`config.mk`:
```
export PLATFORM = sky130hd
export DESIGN_NAME = mprs_card
export DESIGN_NICKNAME = d
export VERILOG_FILES = /design/src/mprs_pkg.sv /design/src/mprs_sync.sv /design/src/mprs_card.sv
export SDC_FILE = /design/constraint.sdc
export NUM_CORES = 1
export LEC_CHECK = 0
export BUFFER_PORTS_ARGS = -buffer_cell sky130_fd_sc_hd__buf_2
export CORE_ASPECT_RATIO = 1.1
export CORE_UTILIZATION = 33
export CTS_BUF_LIST = sky130_fd_sc_hd__clkbuf_4 sky130_fd_sc_hd__clkbuf_8 sky130_fd_sc_hd__clkbuf_16
export CTS_CLUSTER_SIZE = 40
export DETAILED_ROUTE_END_ITERATION = 16
export PLACE_DENSITY_LB_ADDON = 0.3
export SLEW_MARGIN = 20
export SYNTH_ARGS = -nofsm -noshare
export SYNTH_HDL_FRONTEND = slang
export SYNTH_SLANG_ARGS = --single-unit
```
`constraint.sdc`:
```
create_clock -name clk -period 3.3 [get_ports clk]
set_clock_uncertainty 0.2 [all_clocks]
set_input_delay 0 -clock clk [delete_from_list [all_inputs] [get_ports clk]]
set_output_delay 0 -clock clk [all_outputs]
set_load 0.01 [all_outputs]
```
`src/mprs_pkg.sv`:
```
// Package with constants and carrier types for the card power and reset sequencer
// What this block does
// - Card stays off while power-enable is low
// - Power-up begins when power-enable rises
// - Restart line internally released about 50 ms
// - Low satellite disable input enables receiver
// - Low backoff input applies power reduction
// - Host wake is open-drain, pulled low
// - Link wake request drives line low
// - Clock request drives output low
// - Link held in reset while reset low
// - Restart input active low, pulled up
package mprs_pkg;

  // Clock rate in Hz
  localparam int unsigned CLK_HZ          = 50000000;
  // Millisecond tick period in cycles
  localparam int unsigned MS_CYCLES       = CLK_HZ / 1000;
  // Typical release delay of the restart pull-up after supply, in ms
  localparam int unsigned RESTART_REL_MS  = 50;
  // Least restart pulse that is honoured, in ms
  localparam int unsigned RESTART_MIN_MS  = 200;
  // Longest restart pulse before repeated restarts, in ms
  localparam int unsigned RESTART_MAX_MS  = 700;
  // Width of the millisecond counters
  localparam int unsigned MS_W            = 10;
  // Width of the tick prescaler
  localparam int unsigned PRE_W           = 16;
  localparam logic [PRE_W-1:0] PRE_LAST   = PRE_W'(MS_CYCLES - 1);
  localparam logic [MS_W-1:0]  REL_LAST   = MS_W'(RESTART_REL_MS);
  localparam logic [MS_W-1:0]  RST_MIN    = MS_W'(RESTART_MIN_MS);
  localparam logic [MS_W-1:0]  RST_MAX    = MS_W'(RESTART_MAX_MS);
  localparam logic [MS_W-1:0]  MS_ZERO    = '0;
  localparam logic [MS_W-1:0]  MS_ONE     = MS_W'(1);

  // Card life states
  typedef enum logic [2:0] {
    MPRS_OFF,
    MPRS_BOOT,
    MPRS_RUN,
    MPRS_RESTART,
    MPRS_REBOOT
  } mprs_state_t;

  // Host-driven control pins after synchronising
  typedef struct packed {
    logic power_enable;
    logic restart_n;
    logic link_reset_n;
    logic power_backoff_n;
    logic antenna_select;
    logic gnss_disable_n;
  } mprs_ctl_t;

  // Requests raised by the card firmware side
  typedef struct packed {
    logic host_wake;
    logic link_wake;
    logic refclk_req;
  } mprs_req_t;

endpackage

```
`src/mprs_sync.sv`:
```
// Two-flop synchroniser for the host control pins
module mprs_sync
  import mprs_pkg::*;
(
  input  wire logic      clk,
  input  wire logic      rst,
  input  wire mprs_ctl_t d,
  output mprs_ctl_t      q
);

  // First and second stages; only stage two feeds logic
  mprs_ctl_t s1_reg;
  mprs_ctl_t s1_next;
  mprs_ctl_t s2_reg;
  mprs_ctl_t s2_next;

  // Next-state: shift the pins in
  always_comb begin
    s1_next = d;
    s2_next = s1_reg;
  end

  // Reset to the pull-resistor levels: enable low, restart high
  always_ff @(posedge clk) begin
    if (rst) begin
      s1_reg <= '{power_enable: 1'b0, restart_n: 1'b1, link_reset_n: 1'b0,
                  power_backoff_n: 1'b1, antenna_select: 1'b1, gnss_disable_n: 1'b1};
      s2_reg <= '{power_enable: 1'b0, restart_n: 1'b1, link_reset_n: 1'b0,
                  power_backoff_n: 1'b1, antenna_select: 1'b1, gnss_disable_n: 1'b1};
    end else begin
      s1_reg <= s1_next;
      s2_reg <= s2_next;
    end
  end

  assign q = s2_reg;

endmodule

```
`src/mprs_card.sv`:
```
// Card-side power, restart and wake sequencer
module mprs_card
  import mprs_pkg::*;
#(
  // Last prescaler count of one millisecond; a bench may shorten it to fit its run
  parameter logic [PRE_W-1:0] TICK_LAST = PRE_LAST
)
(
  input  wire logic      clk,
  input  wire logic      rst,
  input  wire mprs_ctl_t pins_in,
  input  wire mprs_req_t fw_req,
  input  wire logic      fw_power_down,
  output logic           powered,
  output logic           restart_pullup_released,
  output logic           link_in_reset,
  output logic           tx_power_reduce,
  output logic           gnss_enable,
  output logic           antenna_alt,
  output logic           host_wake_n_out,
  output logic           host_wake_n_oe,
  output logic           link_wake_n,
  output logic           refclk_request_n
);

  // Synchronised host pins
  mprs_ctl_t ctl;

  // Pins cross in from the host, so they pass two flops first
  mprs_sync u_sync (
    .clk (clk),
    .rst (rst),
    .d   (pins_in),
    .q   (ctl)
  );

  // Sequencer state
  mprs_state_t state_reg;
  mprs_state_t state_next;
  // Millisecond prescaler
  logic [PRE_W-1:0] pre_reg;
  logic [PRE_W-1:0] pre_next;
  // Elapsed milliseconds in the current state
  logic [MS_W-1:0]  ms_reg;
  logic [MS_W-1:0]  ms_next;
  // Software power-down latched until enable drops or a reboot
  logic             pdn_reg;
  logic             pdn_next;
  // Registered outputs
  logic             pwr_reg, pwr_next;
  logic             rel_reg, rel_next;
  logic             lrst_reg, lrst_next;
  logic             dpr_reg, dpr_next;
  logic             gnss_reg, gnss_next;
  logic             ant_reg, ant_next;
  logic             hw_oe_reg, hw_oe_next;
  logic             lw_reg, lw_next;
  logic             ck_reg, ck_next;

  // One-cycle tick each millisecond
  logic             tick;
  // Prescaler wraps at the tick, so it never runs past the last count
  assign tick = (pre_reg == TICK_LAST);

  // Sequencer next-state
  always_comb begin
    state_next = state_reg;
    pre_next   = tick ? '0 : pre_reg + PRE_W'(1);
    ms_next    = ms_reg;
    pdn_next   = pdn_reg;
    if (tick && ms_reg != RST_MAX) begin
      // Saturate so a held restart is still measurable
      ms_next = ms_reg + MS_ONE;
    end
    unique case (state_reg)
      MPRS_OFF: begin
        pdn_next = 1'b0;
        if (ctl.power_enable) begin
          state_next = MPRS_BOOT;
          ms_next    = MS_ZERO;
        end
      end
      MPRS_BOOT: begin
        // Losing enable wins over any timing
        if (!ctl.power_enable) begin
          state_next = MPRS_OFF;
        end else if (ms_reg >= REL_LAST) begin
          state_next = MPRS_RUN;
          ms_next    = MS_ZERO;
        end
      end
      // Running: watch for power-down and restart
      MPRS_RUN: begin
        if (fw_power_down) begin
          // Card shuts down; host is expected to drop enable
          pdn_next = 1'b1;
        end
        if (!ctl.power_enable) begin
          state_next = MPRS_OFF;
        end else if (!ctl.restart_n) begin
          state_next = MPRS_RESTART;
          ms_next    = MS_ZERO;
        end
      end
      MPRS_RESTART: begin
        // Enable loss ends the pulse at once
        if (!ctl.power_enable) begin
          state_next = MPRS_OFF;
        end else if (ctl.restart_n) begin
          // Short glitches are ignored; valid pulses reboot
          state_next = (ms_reg >= RST_MIN) ? MPRS_REBOOT : MPRS_RUN;
          ms_next    = MS_ZERO;
        end else if (ms_reg == RST_MAX) begin
          // Overlong hold restarts again and again
          state_next = MPRS_REBOOT;
          ms_next    = MS_ZERO;
        end
      end
      // One cycle of reboot, then a fresh boot
      MPRS_REBOOT: begin
        // A reboot clears any pending power-down
        pdn_next = 1'b0;
        if (!ctl.power_enable) begin
          state_next = MPRS_OFF;
        end else begin
          state_next = MPRS_BOOT;
          ms_next    = MS_ZERO;
        end
      end
    endcase
  end

  // Output next values; all but the restart release idle while unpowered
  always_comb begin
    pwr_next   = (state_next != MPRS_OFF) && !pdn_next;
    // release shown once boot is over
    rel_next   = (state_next == MPRS_RUN) || (state_next == MPRS_RESTART);
    lrst_next  = !pwr_next || !ctl.link_reset_n;
    dpr_next   = pwr_next && !ctl.power_backoff_n;
    gnss_next  = pwr_next && !ctl.gnss_disable_n;
    // Antenna option passes through while powered
    ant_next   = pwr_next && ctl.antenna_select;
    hw_oe_next = pwr_next && fw_req.host_wake;
    lw_next    = !(pwr_next && fw_req.link_wake);
    ck_next    = !(pwr_next && fw_req.refclk_req);
  end

  // State and output registers
  always_ff @(posedge clk) begin
    if (rst) begin
      // Card off, link held in reset, wake lines released
      state_reg <= MPRS_OFF;
      pre_reg   <= '0;
      ms_reg    <= MS_ZERO;
      pdn_reg   <= 1'b0;
      pwr_reg   <= 1'b0;
      rel_reg   <= 1'b0;
      lrst_reg  <= 1'b1;
      dpr_reg   <= 1'b0;
      gnss_reg  <= 1'b0;
      ant_reg   <= 1'b0;
      hw_oe_reg <= 1'b0;
      lw_reg    <= 1'b1;
      ck_reg    <= 1'b1;
    end else begin
      state_reg <= state_next;
      pre_reg   <= pre_next;
      ms_reg    <= ms_next;
      pdn_reg   <= pdn_next;
      pwr_reg   <= pwr_next;
      rel_reg   <= rel_next;
      lrst_reg  <= lrst_next;
      dpr_reg   <= dpr_next;
      gnss_reg  <= gnss_next;
      ant_reg   <= ant_next;
      hw_oe_reg <= hw_oe_next;
      lw_reg    <= lw_next;
      ck_reg    <= ck_next;
    end
  end

  assign powered                 = pwr_reg;
  assign restart_pullup_released = rel_reg;
  assign link_in_reset           = lrst_reg;
  assign tx_power_reduce         = dpr_reg;
  assign gnss_enable             = gnss_reg;
  assign antenna_alt             = ant_reg;
  // Open-drain: output level is always low, only enable moves
  assign host_wake_n_out         = 1'b0;
  assign host_wake_n_oe          = hw_oe_reg;
  assign link_wake_n             = lw_reg;
  assign refclk_request_n        = ck_reg;

  property p_off_quiet;
    @(posedge clk) disable iff (rst)
      (state_reg == MPRS_OFF && !ctl.power_enable)
        |=> (!host_wake_n_oe && link_wake_n && refclk_request_n);
  endproperty
  a_off_quiet: assert property (p_off_quiet) else $error("card active while off");

  property p_power_up;
    @(posedge clk) disable iff (rst)
      (state_reg == MPRS_OFF && ctl.power_enable) |=> (state_reg == MPRS_BOOT) ##1 powered;
  endproperty
  a_power_up: assert property (p_power_up) else $error("no power-up on enable");

  // no release before the boot span
  property p_release;
    @(posedge clk) disable iff (rst)
      (state_reg == MPRS_BOOT && ms_reg < REL_LAST) |=> !restart_pullup_released;
  endproperty
  a_release: assert property (p_release) else $error("restart released too early");

  property p_link_rst;
    @(posedge clk) disable iff (rst)
      !ctl.link_reset_n |=> link_in_reset;
  endproperty
  a_link_rst: assert property (p_link_rst) else $error("link left out of reset");

  property p_dpr;
    @(posedge clk) disable iff (rst)
      (pwr_next && !ctl.power_backoff_n) |=> tx_power_reduce;
  endproperty
  a_dpr: assert property (p_dpr) else $error("backoff not applied");

  property p_gnss;
    @(posedge clk) disable iff (rst)
      (pwr_next && ctl.gnss_disable_n) |=> !gnss_enable;
  endproperty
  a_gnss: assert property (p_gnss) else $error("receiver enabled on high input");

  property p_wake;
    @(posedge clk) disable iff (rst)
      (pwr_next && fw_req.host_wake) |=> (host_wake_n_oe && !host_wake_n_out);
  endproperty
  a_wake: assert property (p_wake) else $error("host wake not pulled low");

  property p_lwake;
    @(posedge clk) disable iff (rst)
      (pwr_next && fw_req.link_wake) |=> !link_wake_n;
  endproperty
  a_lwake: assert property (p_lwake) else $error("link wake not driven low");

  property p_clkreq;
    @(posedge clk) disable iff (rst)
      (pwr_next && fw_req.refclk_req) |=> !refclk_request_n;
  endproperty
  a_clkreq: assert property (p_clkreq) else $error("clock request not low");

  // short pulse goes back to run
  property p_short_restart;
    @(posedge clk) disable iff (rst)
      (state_reg == MPRS_RESTART && ctl.restart_n && ms_reg < RST_MIN && ctl.power_enable)
        |=> (state_reg == MPRS_RUN);
  endproperty
  a_short_restart: assert property (p_short_restart) else $error("short pulse restarted");

  property p_restart_enter;
    @(posedge clk) disable iff (rst)
      (state_reg == MPRS_RUN && ctl.power_enable && !ctl.restart_n)
        |=> (state_reg == MPRS_RESTART);
  endproperty
  a_restart_enter: assert property (p_restart_enter) else $error("restart input ignored");

  property p_reboot;
    @(posedge clk) disable iff (rst)
      (state_reg == MPRS_RESTART && ctl.power_enable && ctl.restart_n && ms_reg >= RST_MIN)
        |=> (state_reg == MPRS_REBOOT && !restart_pullup_released);
  endproperty
  a_reboot: assert property (p_reboot) else $error("valid pulse did not reboot");

  property p_overlong;
    @(posedge clk) disable iff (rst)
      (state_reg == MPRS_RESTART && ctl.power_enable && !ctl.restart_n && ms_reg == RST_MAX)
        |=> (state_reg == MPRS_REBOOT);
  endproperty
  a_overlong: assert property (p_overlong) else $error("overlong hold did not reboot");

  property p_pdn;
    @(posedge clk) disable iff (rst)
      (state_reg == MPRS_RUN && fw_power_down) |=> !powered;
  endproperty
  a_pdn: assert property (p_pdn) else $error("power-down command ignored");

endmodule

```
## Word level (Yosys, flattened, before mapping)

Cells that the tools add are included.

| storage, ports and cells | value |
|---|---|
| register bits | 51 |
| output and inout bits | 10 |
| word-level logic and storage cells | 82 |

| cells by class | value |
|---|---|
| $add $sub $neg | 2 |
| $lt $le $gt $ge | 2 |
| equality and inequality tests | 9 |
| mux-type cells | 23 |
| reductions and logical operators | 21 |

Operators by type and width:

| operator | count |
|---|---|
| $mux 10 | 9 |
| $pmux 10 s4 | 1 |
| $mux 3 | 9 |
| $add 16x1->16 const B | 1 |
| $eq 16x16->1 const B | 1 |
| $pmux 3 s5 | 1 |
| $eq 3x2->1 const B | 4 |
| $add 10x1->10 const B | 1 |
| $eq 10x10->1 const B | 1 |
| $ge 10x6->1 const B | 1 |
| $ge 10x8->1 const B | 1 |
| $ne 10x10->1 const B | 1 |
| $logic_and 1x1->1 | 8 |
| $logic_not 1->1 | 7 |
| $reduce_or 2->1 | 2 |
| $eq 3x1->1 const B | 1 |
| $eq 3x3->1 const B | 1 |
| $logic_not 3->1 | 1 |
| $reduce_bool 3->1 | 1 |
| $logic_or 1x1->1 | 2 |
| $mux 1 | 2 |
| $pmux 1 s2 | 1 |

## Longest topological paths before layout

Gate-level depths: netlist of the first run.

| depth | value |
|---|---|
| word-level depth | 9 |
| depth in mapped cells | 7 |
| mapped depth without buffers | 7 |

## By module

From an unflattened synthesis of the first run, not the netlist that was laid out.

| unflattened totals | value |
|---|---|
| cell total of the unflattened synthesis | 232 |
| area total of the unflattened synthesis | 2225.9 µm² |

Modules (own cells, without submodules):

| module | times used | cells each | area each (µm²) | sequential area each (µm²) |
|---|---|---|---|---|
| mprs_card | 1 | 207 | 1896.8 | 780.7 |
| mprs_sync | 1 | 25 | 329.1 | 240.2 |

## Least setup slack after synthesis of the first run

OpenSTA, ideal clock, no wires.

| timing | value |
|---|---|
| path kind | reg-to-reg |
| from | reg pre_reg[12] |
| to | reg ms_reg[8] |
| setup time | 0.073 ns |
| arrival time | 1.806 ns |
| setup slack | 1.222 ns |
| stages on the path, launching flop included | 6 |
| buffers on the path | 0 |
| period minus slack after synthesis | 2.078 ns |
| cells stage by stage | dfxtp_1 > or4b_4 > nor4_4 > nand2_4 > or3_1 > a21oi_1 |

| on the way | value |
|---|---|
| word-level cells in the longest chain between the ends | 7 |
| elaborated cells between the ends (all ways) | 12 |

Ends and longest elaborated chain:

| what | RTL line | source |
|---|---|---|
| start: declaration | mprs_card.sv:41 | `logic [PRE_W-1:0] pre_reg;` |
| start signal: assignment | mprs_card.sv:167 | `pre_reg <= pre_next;` |
| $eq 16x16->1 * | mprs_card.sv:63 | `assign tick = (pre_reg == TICK_LAST);` |
| $logic_and 1x1->1 * | mprs_card.sv:71 | `if (tick && ms_reg != RST_MAX) begin` |
| $mux 10 * | mprs_card.sv:71 |  |
| $mux 10 | mprs_card.sv:113 | `end else if (ms_reg == RST_MAX) begin` |
| $mux 10 | mprs_card.sv:109 | `end else if (ctl.restart_n) begin` |
| $mux 10 | mprs_card.sv:107 | `if (!ctl.power_enable) begin` |
| $pmux 10 s4 * | mprs_card.sv:75 | `unique case (state_reg)` |
| end signal: assignment | mprs_card.sv:168 | `ms_reg <= ms_next;` |
| end: declaration | mprs_card.sv:44 | `logic [MS_W-1:0] ms_reg;` |

Mark *: on every way between the ends. The rest lies on a longest branch, timed or not.
A chain may end at the register's enable or synchronous reset.

## Worst setup path after layout of the first run

Same ends and word-level chain as after synthesis.

==> key figures, run 1 <==
Power
  • Net Sw Power: 0.2245 mW
  • Switching Share: 21.40%
  • PwrDens: 418.2 nW/µm²
  • Sequential Power Share: 60.3%
  • Peak supply drop: 213.9 µV
  • Internal power: 0.8245 mW
  • Clock Power Share: 34.9%
  • Leak: 0.9674 nW
  • Comb power frac: 4.8%

Critical path
  • CP max stage cell: or4b_4
  • CP Data Required Time: 3330 ps
  • Crit start category: flip-flop
  • Worst-path maximum fanout: 6
  • Worst r2r path cells: 5
  • CP Capture Type: flip-flop
  • Setup Crit Path Kind: flip-flop to flip-flop
  • WP data arrival: 2250 ps
  • Critical path, cell by cell: or4b_4 > nor4_4 > nand2_4 > or3_1 > a21oi_1
  • Worst path max stage delay: 570 ps

Yosys
  • Seq/Total Area, Yosys: 48.60%
  • FF+latch count, synth: 51
  • Yosys cell types: 42
  • Gate Count Post-Synth: 228
  • Ys async rst share: 0%
  • Mapped Area: 2101 µm²
  • Mean Syn Cell Area: 9.214 µm²
  • Syn nets: 244
  • Syn. warnings: 0
  • EDFF count, synth: 0
  • Ys flop type: dfxtp_1

STA
  • Slew @ Worst Pin: 726.3 ps
  • Sum Neg Setup Slack: 0 ps
  • Max Slew Vio Count: 0
  • Fmax: 0.4498 GHz
  • Fin crit period: 2223 ps
  • RSZ-0062 raised after global routing: no
  • Slew HR: 51.25%
  • Post-route clock period utilization: 67.37%
  • Fin. Hold Viols: 0
  • Final setup viols: 0
  • Hold slack: 169.4 ps

Clocking
  • Htree depth: 2
  • CTS buffer count: 5
  • TritonCTS clock tree: built
  • Clock slew at reported path FFs: 90 ps
  • Post-CTS resize count: 0
  • Post-CTS setup buffers: 0
  • Max Root-Sink Buffers: 2
  • CTS Sinks: 51
  • CTS root buf: clkbuf_8
  • Clock latency on the worst-skew pair: 300 ps

GRT
  • Overflow after GRT: 0
  • Vias in the first global route: 1572
  • Gr usage total: 12.33%
  • First-pass GRT wire length: 6.693 mm
  • Initial antenna violation count: 0
  • Largest net degree at the start of global routing: 22

Route
  • Metal2 WL: 1.851 mm
  • Drt initial violations: 103
  • WL final: 3.710 mm
  • DRT Pass-1 Iters: 4
  • Top Layer Used: met4
  • Met3 wire len: 116 µm
  • Routed len/inst: 10.88 µm
  • Vias per cell: 4.830
  • Post-route ant nets: 0
  • DRC viols: 0
  • DR vias: 1647
  • M1 wire length: 1.724 mm

Worst hold path
  • Worst hold stages: 1
  • Hold Crit Class: flip-flop to flip-flop

Job
  • Maxcap violations: 0

Floorplan
  • I/O pin count: 22
  • Site Rows: 30
  • Core area: 6156 µm²
  • Die H: 85.68 µm
  • Die area: 6689 µm²
  • Chip Width: 78.08 µm
  • Initial Util: 34.13%

Finish
  • Fraction of layout cells with a size suffix above 1: 16.09%
  • Max reg flops: 16
  • Fin nets: 277
  • Most frequent cells in the layout: 51 x dfxtp_1, 23 x nor2_1, 20 x buf_2, 16 x nand2_1, 16 x dlygate4sd3_1
  • Antenna diode count: 0
  • Area delta synth->final: 19.42%
  • Commonest non-fill, non-tap cell in the layout: dfxtp_1

Run status
  • Outcome: finished, final reports clean

Placement
  • Gpl congestion: 0.7833
  • Buffers on Ports: 20
  • Detail Placement HPWL: 2.534 mm
[critical path, delay by kind of cell (launching register included)]
kind               cells  cell delay (ps)
DFF                    1              360
and+or+nand+nor        4             1450
AOI/OAI and AO/OA      1              130
[Yosys cell counts, drive strengths merged, types with 2 or more instances]
cell type / instances / share of area, %
a21oi: 9 / 2.3
xor2: 15 / 6.3
nand3: 11 / 2.6
nor2b: 9 / 2.7
and2: 4 / 1.2
and4: 2 / 0.83
ha: 4 / 2.4
nand2: 17 / 3.4
clkbuf: 7 / 1.3
a31oi: 2 / 0.60
dfxtp: 51 / 49
or3: 4 / 1.2
nor4: 4 / 2.2
o22ai: 2 / 0.60
and3: 6 / 1.8
buf: 3 / 0.83
nor2: 23 / 4.1
nand2b: 2 / 0.60
o21ai: 10 / 2.4
nand4: 11 / 3.3
xnor2: 3 / 1.3
or4b: 2 / 1.1
nor3b: 2 / 0.71
or2: 9 / 2.7
inv: 6 / 1.1
[power by group through the flow]
stage / Clock, mW / Combinational [mW] / Sequential, mW
2_1_floorplan: 0 / 0.0261 / 0.646
3_3_place_gp: 0 / 0.0365 / 0.647
3_5_place_dp: 0 / 0.0366 / 0.647
4_1_cts: 0.381 / 0.0510 / 0.633
5_1_grt: 0.407 / 0.0575 / 0.635
6_report: 0.366 / 0.0505 / 0.633
[kinds of logic after synthesis]
logic type | after synthesis | share of synthesized area (%)
other | 1 | 0.1785
XOR/XNOR | 18 | 7.505
AND/OR/NAND/NOR | 109 | 29.78
adder cells (fa/ha/maj) | 4 | 2.382
AO/OA/AOI/OAI | 29 | 8.398
flip-flops | 51 | 48.60
buffers and inverters | 16 | 3.157
[metal layers]
layer	global-route usage (%)	up-vias
met4	4.714	0
met1	14.09	767
met5	0	-
li1	-	856
met2	21.61	22
met3	3.617	2
[final cells by class]
type                    instances  area, µm²
well taps                      80      100.1
fillers                       638       3647
clock inverters                 1      8.758
clock buffers                   6      82.58
flip-flops and latches         51       1021
repair buffers                 36      260.3
inverters                       6      22.52
multi-input cells             161       1013
[path summary, 6_finish.rpt]
| check | from | to | slack [ps] |
|---|---|---|---|
| min reg2reg | u_sync.q[3] | link_in_reset | 170 |
| max reg2reg | pre_reg[12] | ms_reg[8] | 1080 |
| max | pre_reg[12] | ms_reg[8] | 1080 |
| min | u_sync.q[3] | link_in_reset | 170 |
[through the flow]
| stage | cells | power [mW] | instance area [µm²] | util (%) | setup slack (ps) |
|---|---|---|---|---|---|
| 6_report | 341 | 1.049 | 2509 | 40.75 | 1077 |
| 5_1_grt | 341 | 1.099 | 2509 | 40.75 | 882.0 |
| 4_1_cts | 341 | 1.064 | 2509 | 40.75 | 1059 |
| 3_5_place_dp | 318 | 0.6839 | 2257 | 36.67 | 1092 |
| 3_3_place_gp | 318 | 0.6836 | 2257 | 36.67 | 1139 |
| 2_1_floorplan | 228 | 0.6722 | 2101 | - | 1222 |
[what timing repair did]
| action | 4_1_cts | 5_1_grt |
|---|---|---|
| hold buffers | 16 | 0 |
| hold endpoints to repair | 21 | 0 |
| endpoints found under the setup margin | 0 | 0 |
Note: power is estimated with default switching activity, not from simulation.
==> run 2: changes to the inputs <==
==> constraint.sdc (replaced) <==
create_clock -name clk -period 1.8 [get_ports clk]
set_clock_uncertainty 0.2 [all_clocks]
set_input_delay 0 -clock clk [delete_from_list [all_inputs] [get_ports clk]]
set_output_delay 0 -clock clk [all_outputs]
set_load 0.01 [all_outputs]
==> key figures, run 2 (synthesis gave the netlist of run 1 again) <==
Critical path
  • Critical path, cell by cell: or4b_4 > buf_6 > nor4_4 > or2_4 > nor2_1
  • Worst r2r path cells: 5
  • Instance count on the critical path: 5
  • CP max stage cell: or4b_4
  • Critical path buffers and inverters: 1
  • Worst-path maximum fanout: 15
  • WP data arrival: 1990 ps
  • Reg-to-Reg Start: pre_reg[5]
  • Reg2reg end: pre_reg[3]
  • Worst setup path startpoint: pre_reg[5]
  • Worst setup path end: pre_reg[3]
  • CP Data Required Time: 1800 ps
  • CP Capture Type: flip-flop
  • Crit start category: flip-flop
  • Worst path max stage delay: 550 ps
  • Worst R2R Setup Slack: -190 ps
  • Top delay family on crit path: simple AND/OR/NAND/NOR gates
  • Setup Crit Path Kind: flip-flop to flip-flop

Clocking
  • Clock slew at reported path FFs: 90 ps
  • CTS root buf: clkbuf_8
  • Htree depth: 2
  • Clock latency on the worst-skew pair: 300 ps
  • TritonCTS clock tree: built
  • CTS buffer count: 5
  • CTS Sinks: 51
  • Max Root-Sink Buffers: 2

STA
  • Max Slew Vio Count: 0
  • Sum Neg Setup Slack: -4582 ps
  • RSZ-0062 raised after global routing: yes
  • Fin crit period: 1989 ps
  • Fmax: 0.5028 GHz
  • Fin. Hold Viols: 0
  • Hold slack: 184.3 ps
  • Final WS setup: -188.9 ps
  • Post-route clock period utilization: 110.5%
  • Final setup viols: 32

Route
  • Vias per cell: 4.549
  • DR vias: 1774
  • DRT Pass-1 Iters: 4
  • Post-route ant nets: 0
  • Drt initial violations: 81
  • WL final: 4.393 mm
  • Routed len/inst: 11.26 µm
  • DRC viols: 0

Worst hold path
  • Hold Crit Class: flip-flop to flip-flop

GRT
  • First-pass GRT wire length: 7.458 mm
  • Largest net degree at the start of global routing: 18
  • Overflow after GRT: 0
  • Initial antenna violation count: 0
  • Vias in the first global route: 1723
  • Gr usage total: 14.10%

Power
  • Leak: 1.270 nW
  • Overall Power: 2.091 mW
  • Peak supply drop: 540.6 µV
  • PwrDens: 696.4 nW/µm²

Floorplan
  • Die area: 6689 µm²
  • Chip Width: 78.08 µm
  • I/O pin count: 22
  • Site Rows: 30
  • Die H: 85.68 µm
  • Core area: 6156 µm²
  • Initial Util: 34.13%

Finish
  • Area delta synth->final: 42.94%
  • Max reg flops: 16
  • Fraction of layout cells with a size suffix above 1: 36.13%
  • Most frequent cells in the layout: 44 x dfxtp_1, 44 x buf_4, 23 x nor2_1, 20 x buf_2, 16 x dlygate4sd3_1
  • Antenna diode count: 0
  • Fillers: 585
  • Fin nets: 325
  • Finished Layout Cells: 390
  • Post-route cell area: 3003 µm²
  • Final Util: 48.78%

Placement
  • # placed instances: 362
  • Pre-CTS WS: -199.6 ps
  • Area after DPL: 2609 µm²
  • Buffers on Ports: 20
  • Gpl congestion: 0.7577
  • Detail Placement HPWL: 2.840 mm

Run status
  • Outcome: complete, but fails checks
  • Failing checks: setup timing

Job
  • Maxcap violations: 0
run 2: cell count changes in the layout (fill, tap and decap cells not counted), moves of 4 or more:
cell,previous run,this run
buf_4,0,44
dfxtp_1,51,44
buf_6,0,4
dfxtp_2,0,7
run 2: power by group:
group	internal, mW	switching [mW]	leakage [nW]
clock network	0.450	0.370	0.0612
registers	1.15	0.00845	0.418
logic	0.0655	0.0481	0.791
total	1.66	0.427	1.27
run 2: how the worst min path moves through the flow:
stage / startpoint / endpoint / slack, ps / cells after the start
final: u_sync.q[2] / tx_power_reduce / 180 / 1
after global routing: fw_req[0] / refclk_request_n / 180 / 3
after CTS: fw_req[0] / refclk_request_n / 180 / 3
after detailed placement: fw_req[1] / link_wake_n / -40 / 2
after global placement: fw_req[0] / refclk_request_n / -40 / 2
after floorplan: fw_req[1] / link_wake_n / -140 / 1
run 2: area by class of cell:
class | instances | area [µm²] | share of cell area, %
clock inverter | 2 | 35.03 | 1.167
inverter | 6 | 22.52 | 0.7500
tap | 80 | 100.1 | 3.333
multi-input combinational | 161 | 1097 | 36.54
clock buffer | 6 | 82.58 | 2.750
timing repair buffer | 84 | 635.6 | 21.17
sequential | 51 | 1030 | 34.29
run 2: per-layer routing:
metal	up-vias	global-route usage (%)	part of all wire [%]
li1	947	-	-
met1	809	16.23	45
met2	11	25.44	52
met3	7	3.511	2.2
met4	0	4.545	1.0
met5	-	0	0
run 2: repair_timing:
action                     4_1_cts  5_1_grt
setup endpoints to repair       33       35
hold buffers                    16        0
pin swaps                       15        5
hold endpoints to repair        20        0
resized for setup               20        2
setup buffers                    4        0
==> run 3: changes to the inputs <==
--- a/config.mk
+++ b/config.mk
@@ -7,6 +7,7 @@
 export LEC_CHECK = 0
 export BUFFER_PORTS_ARGS = -buffer_cell sky130_fd_sc_hd__buf_2
 export CORE_ASPECT_RATIO = 1.1
+export CORE_MARGIN = 5
 export CORE_UTILIZATION = 33
 export CTS_BUF_LIST = sky130_fd_sc_hd__clkbuf_4 sky130_fd_sc_hd__clkbuf_8 sky130_fd_sc_hd__clkbuf_16
 export CTS_CLUSTER_SIZE = 40
==> key figures, run 3 (synthesis gave the netlist of run 1 again) <==
Floorplan
  • Site Rows: 30
  • I/O pin count: 22
  • Die area: 8064 µm²
  • Initial Util: 33.92%
  • Die H: 93.68 µm
  • Chip Width: 86.08 µm
  • Core area: 6193 µm²

Run status
  • Failing checks: setup timing
  • Outcome: complete, but fails checks

Worst hold path
  • Hold Crit Class: flip-flop to flip-flop

Clocking
  • TritonCTS clock tree: built
  • CTS buffer count: 5
  • Clock slew at reported path FFs: 90 ps
  • Htree depth: 2
  • CTS Sinks: 51
  • Max Root-Sink Buffers: 2
  • CTS root buf: clkbuf_8
  • Clock latency on the worst-skew pair: 300 ps

Finish
  • Fillers: 604
  • Multi-input logic area: 1127 µm²
  • Fraction of layout cells with a size suffix above 1: 36.60%
  • Final Util: 48.10%
  • Finished Layout Cells: 386
  • Area delta synth->final: 41.81%
  • Storage cell area: 1028 µm²
  • Antenna diode count: 0
  • Commonest non-fill, non-tap cell in the layout: dfxtp_1
  • Most frequent cells in the layout: 45 x dfxtp_1, 43 x buf_4, 23 x nor2_1, 20 x buf_2, 16 x nand2_1
  • Max reg flops: 16
  • Post-route cell area: 2979 µm²
  • Fin nets: 321

Route
  • Met3 wire len: 104 µm
  • Top Layer Used: met4
  • DRT Pass-1 Iters: 6
  • DRC viols: 0
  • Vias per cell: 4.668
  • Routed len/inst: 10.91 µm
  • Post-route ant nets: 0
  • WL final: 4.212 mm
  • Drt initial violations: 89
  • Metal2 WL: 2.198 mm
  • M1 wire length: 1.860 mm
  • DR vias: 1802

Power
  • Leak: 1.253 nW
  • Peak supply drop: 566.6 µV
  • PwrDens: 686.6 nW/µm²

STA
  • Fin. Hold Viols: 0
  • Max Slew Vio Count: 0
  • Fmax: 0.4950 GHz
  • Post-route clock period utilization: 112.2%
  • Final setup viols: 32
  • Fin crit period: 2020 ps
  • RSZ-0062 raised after global routing: yes
  • Sum Neg Setup Slack: -4455 ps
  • Final WS setup: -220.0 ps

Critical path
  • Critical path, cell by cell: or4b_4 > buf_6 > nor4_4 > nand4_1 > xor2_1 > nor2_1
  • Worst-path maximum fanout: 5
  • Crit start category: flip-flop
  • Worst path max stage delay: 560 ps
  • Instance count on the critical path: 6
  • WP data arrival: 2020 ps
  • CP Data Required Time: 1800 ps
  • Reg-to-Reg Start: pre_reg[13]
  • Reg2reg end: ms_reg[5]
  • Setup Crit Path Kind: flip-flop to flip-flop
  • Worst R2R Setup Slack: -220 ps
  • Worst setup path end: ms_reg[5]
  • Critical path buffers and inverters: 1
  • Worst r2r path cells: 6
  • CP Capture Type: flip-flop
  • Top delay family on crit path: simple AND/OR/NAND/NOR gates
  • CP max stage cell: or4b_4
  • Worst setup path startpoint: pre_reg[13]

GRT
  • Gr usage total: 11.26%
  • Initial antenna violation count: 0
  • Largest net degree at the start of global routing: 17
  • First-pass GRT wire length: 7.445 mm
  • Vias in the first global route: 1678
  • Overflow after GRT: 0

Placement
  • # placed instances: 364
  • Buffers on Ports: 20
  • Detail Placement HPWL: 3.049 mm
  • Gpl congestion: 0.7799
  • Area after DPL: 2624 µm²

Job
  • Maxcap violations: 0
run 3: per-stage QoR:
stage	power (mW)	setup slack, ps	hold slack, ps
after floorplan	1.236	-216.6	-138.1
after global placement	1.268	-195.6	-38.21
after detailed placement	1.269	-197.2	-31.84
after CTS	2.077	-207.1	178.0
after global routing	2.147	-296.8	188.6
final	2.045	-220.0	178.7
run 3: layer usage:
layer,vias up,GRT usage [%]
met1,843,14.34
met2,15,19.02
met5,-,0
met4,0,3.166
met3,4,2.456
li1,940,-
run 3: what timing repair did:
item                                    CTS  global route
endpoints found under the setup margin   33            37
hold buffers                             12             0
cloned                                    0             1
hold endpoints to repair                 18             0
pin swaps                                15             6
buffers inserted                          0             1
resized for setup                        13            11
run 3: layout make-up:
class                      count  area share (%)
timing repair buffer          79           19.74
sequential                    51           34.52
inverter                       6          0.7560
tap                           80           3.360
clock inverter                 3           1.470
multi-input combinational    162           37.84
clock buffer                   5           2.310
run 3: worst min-delay path by stage:
stage | cells past startpoint | end | start
floorplan | 1 | link_wake_n | fw_req[1]
global placement | 2 | link_wake_n | fw_req[1]
detailed placement | 2 | refclk_request_n | fw_req[0]
CTS | 1 | tx_power_reduce | u_sync.q[2]
global route | 3 | link_wake_n | fw_req[1]
finish | 1 | tx_power_reduce | u_sync.q[2]
run 3: where the power goes:
part	internal, mW	total (mW)	switching (mW)
sequential	1.15	1.16	0.00743
clock	0.414	0.781	0.367
combinational	0.0612	0.108	0.0468
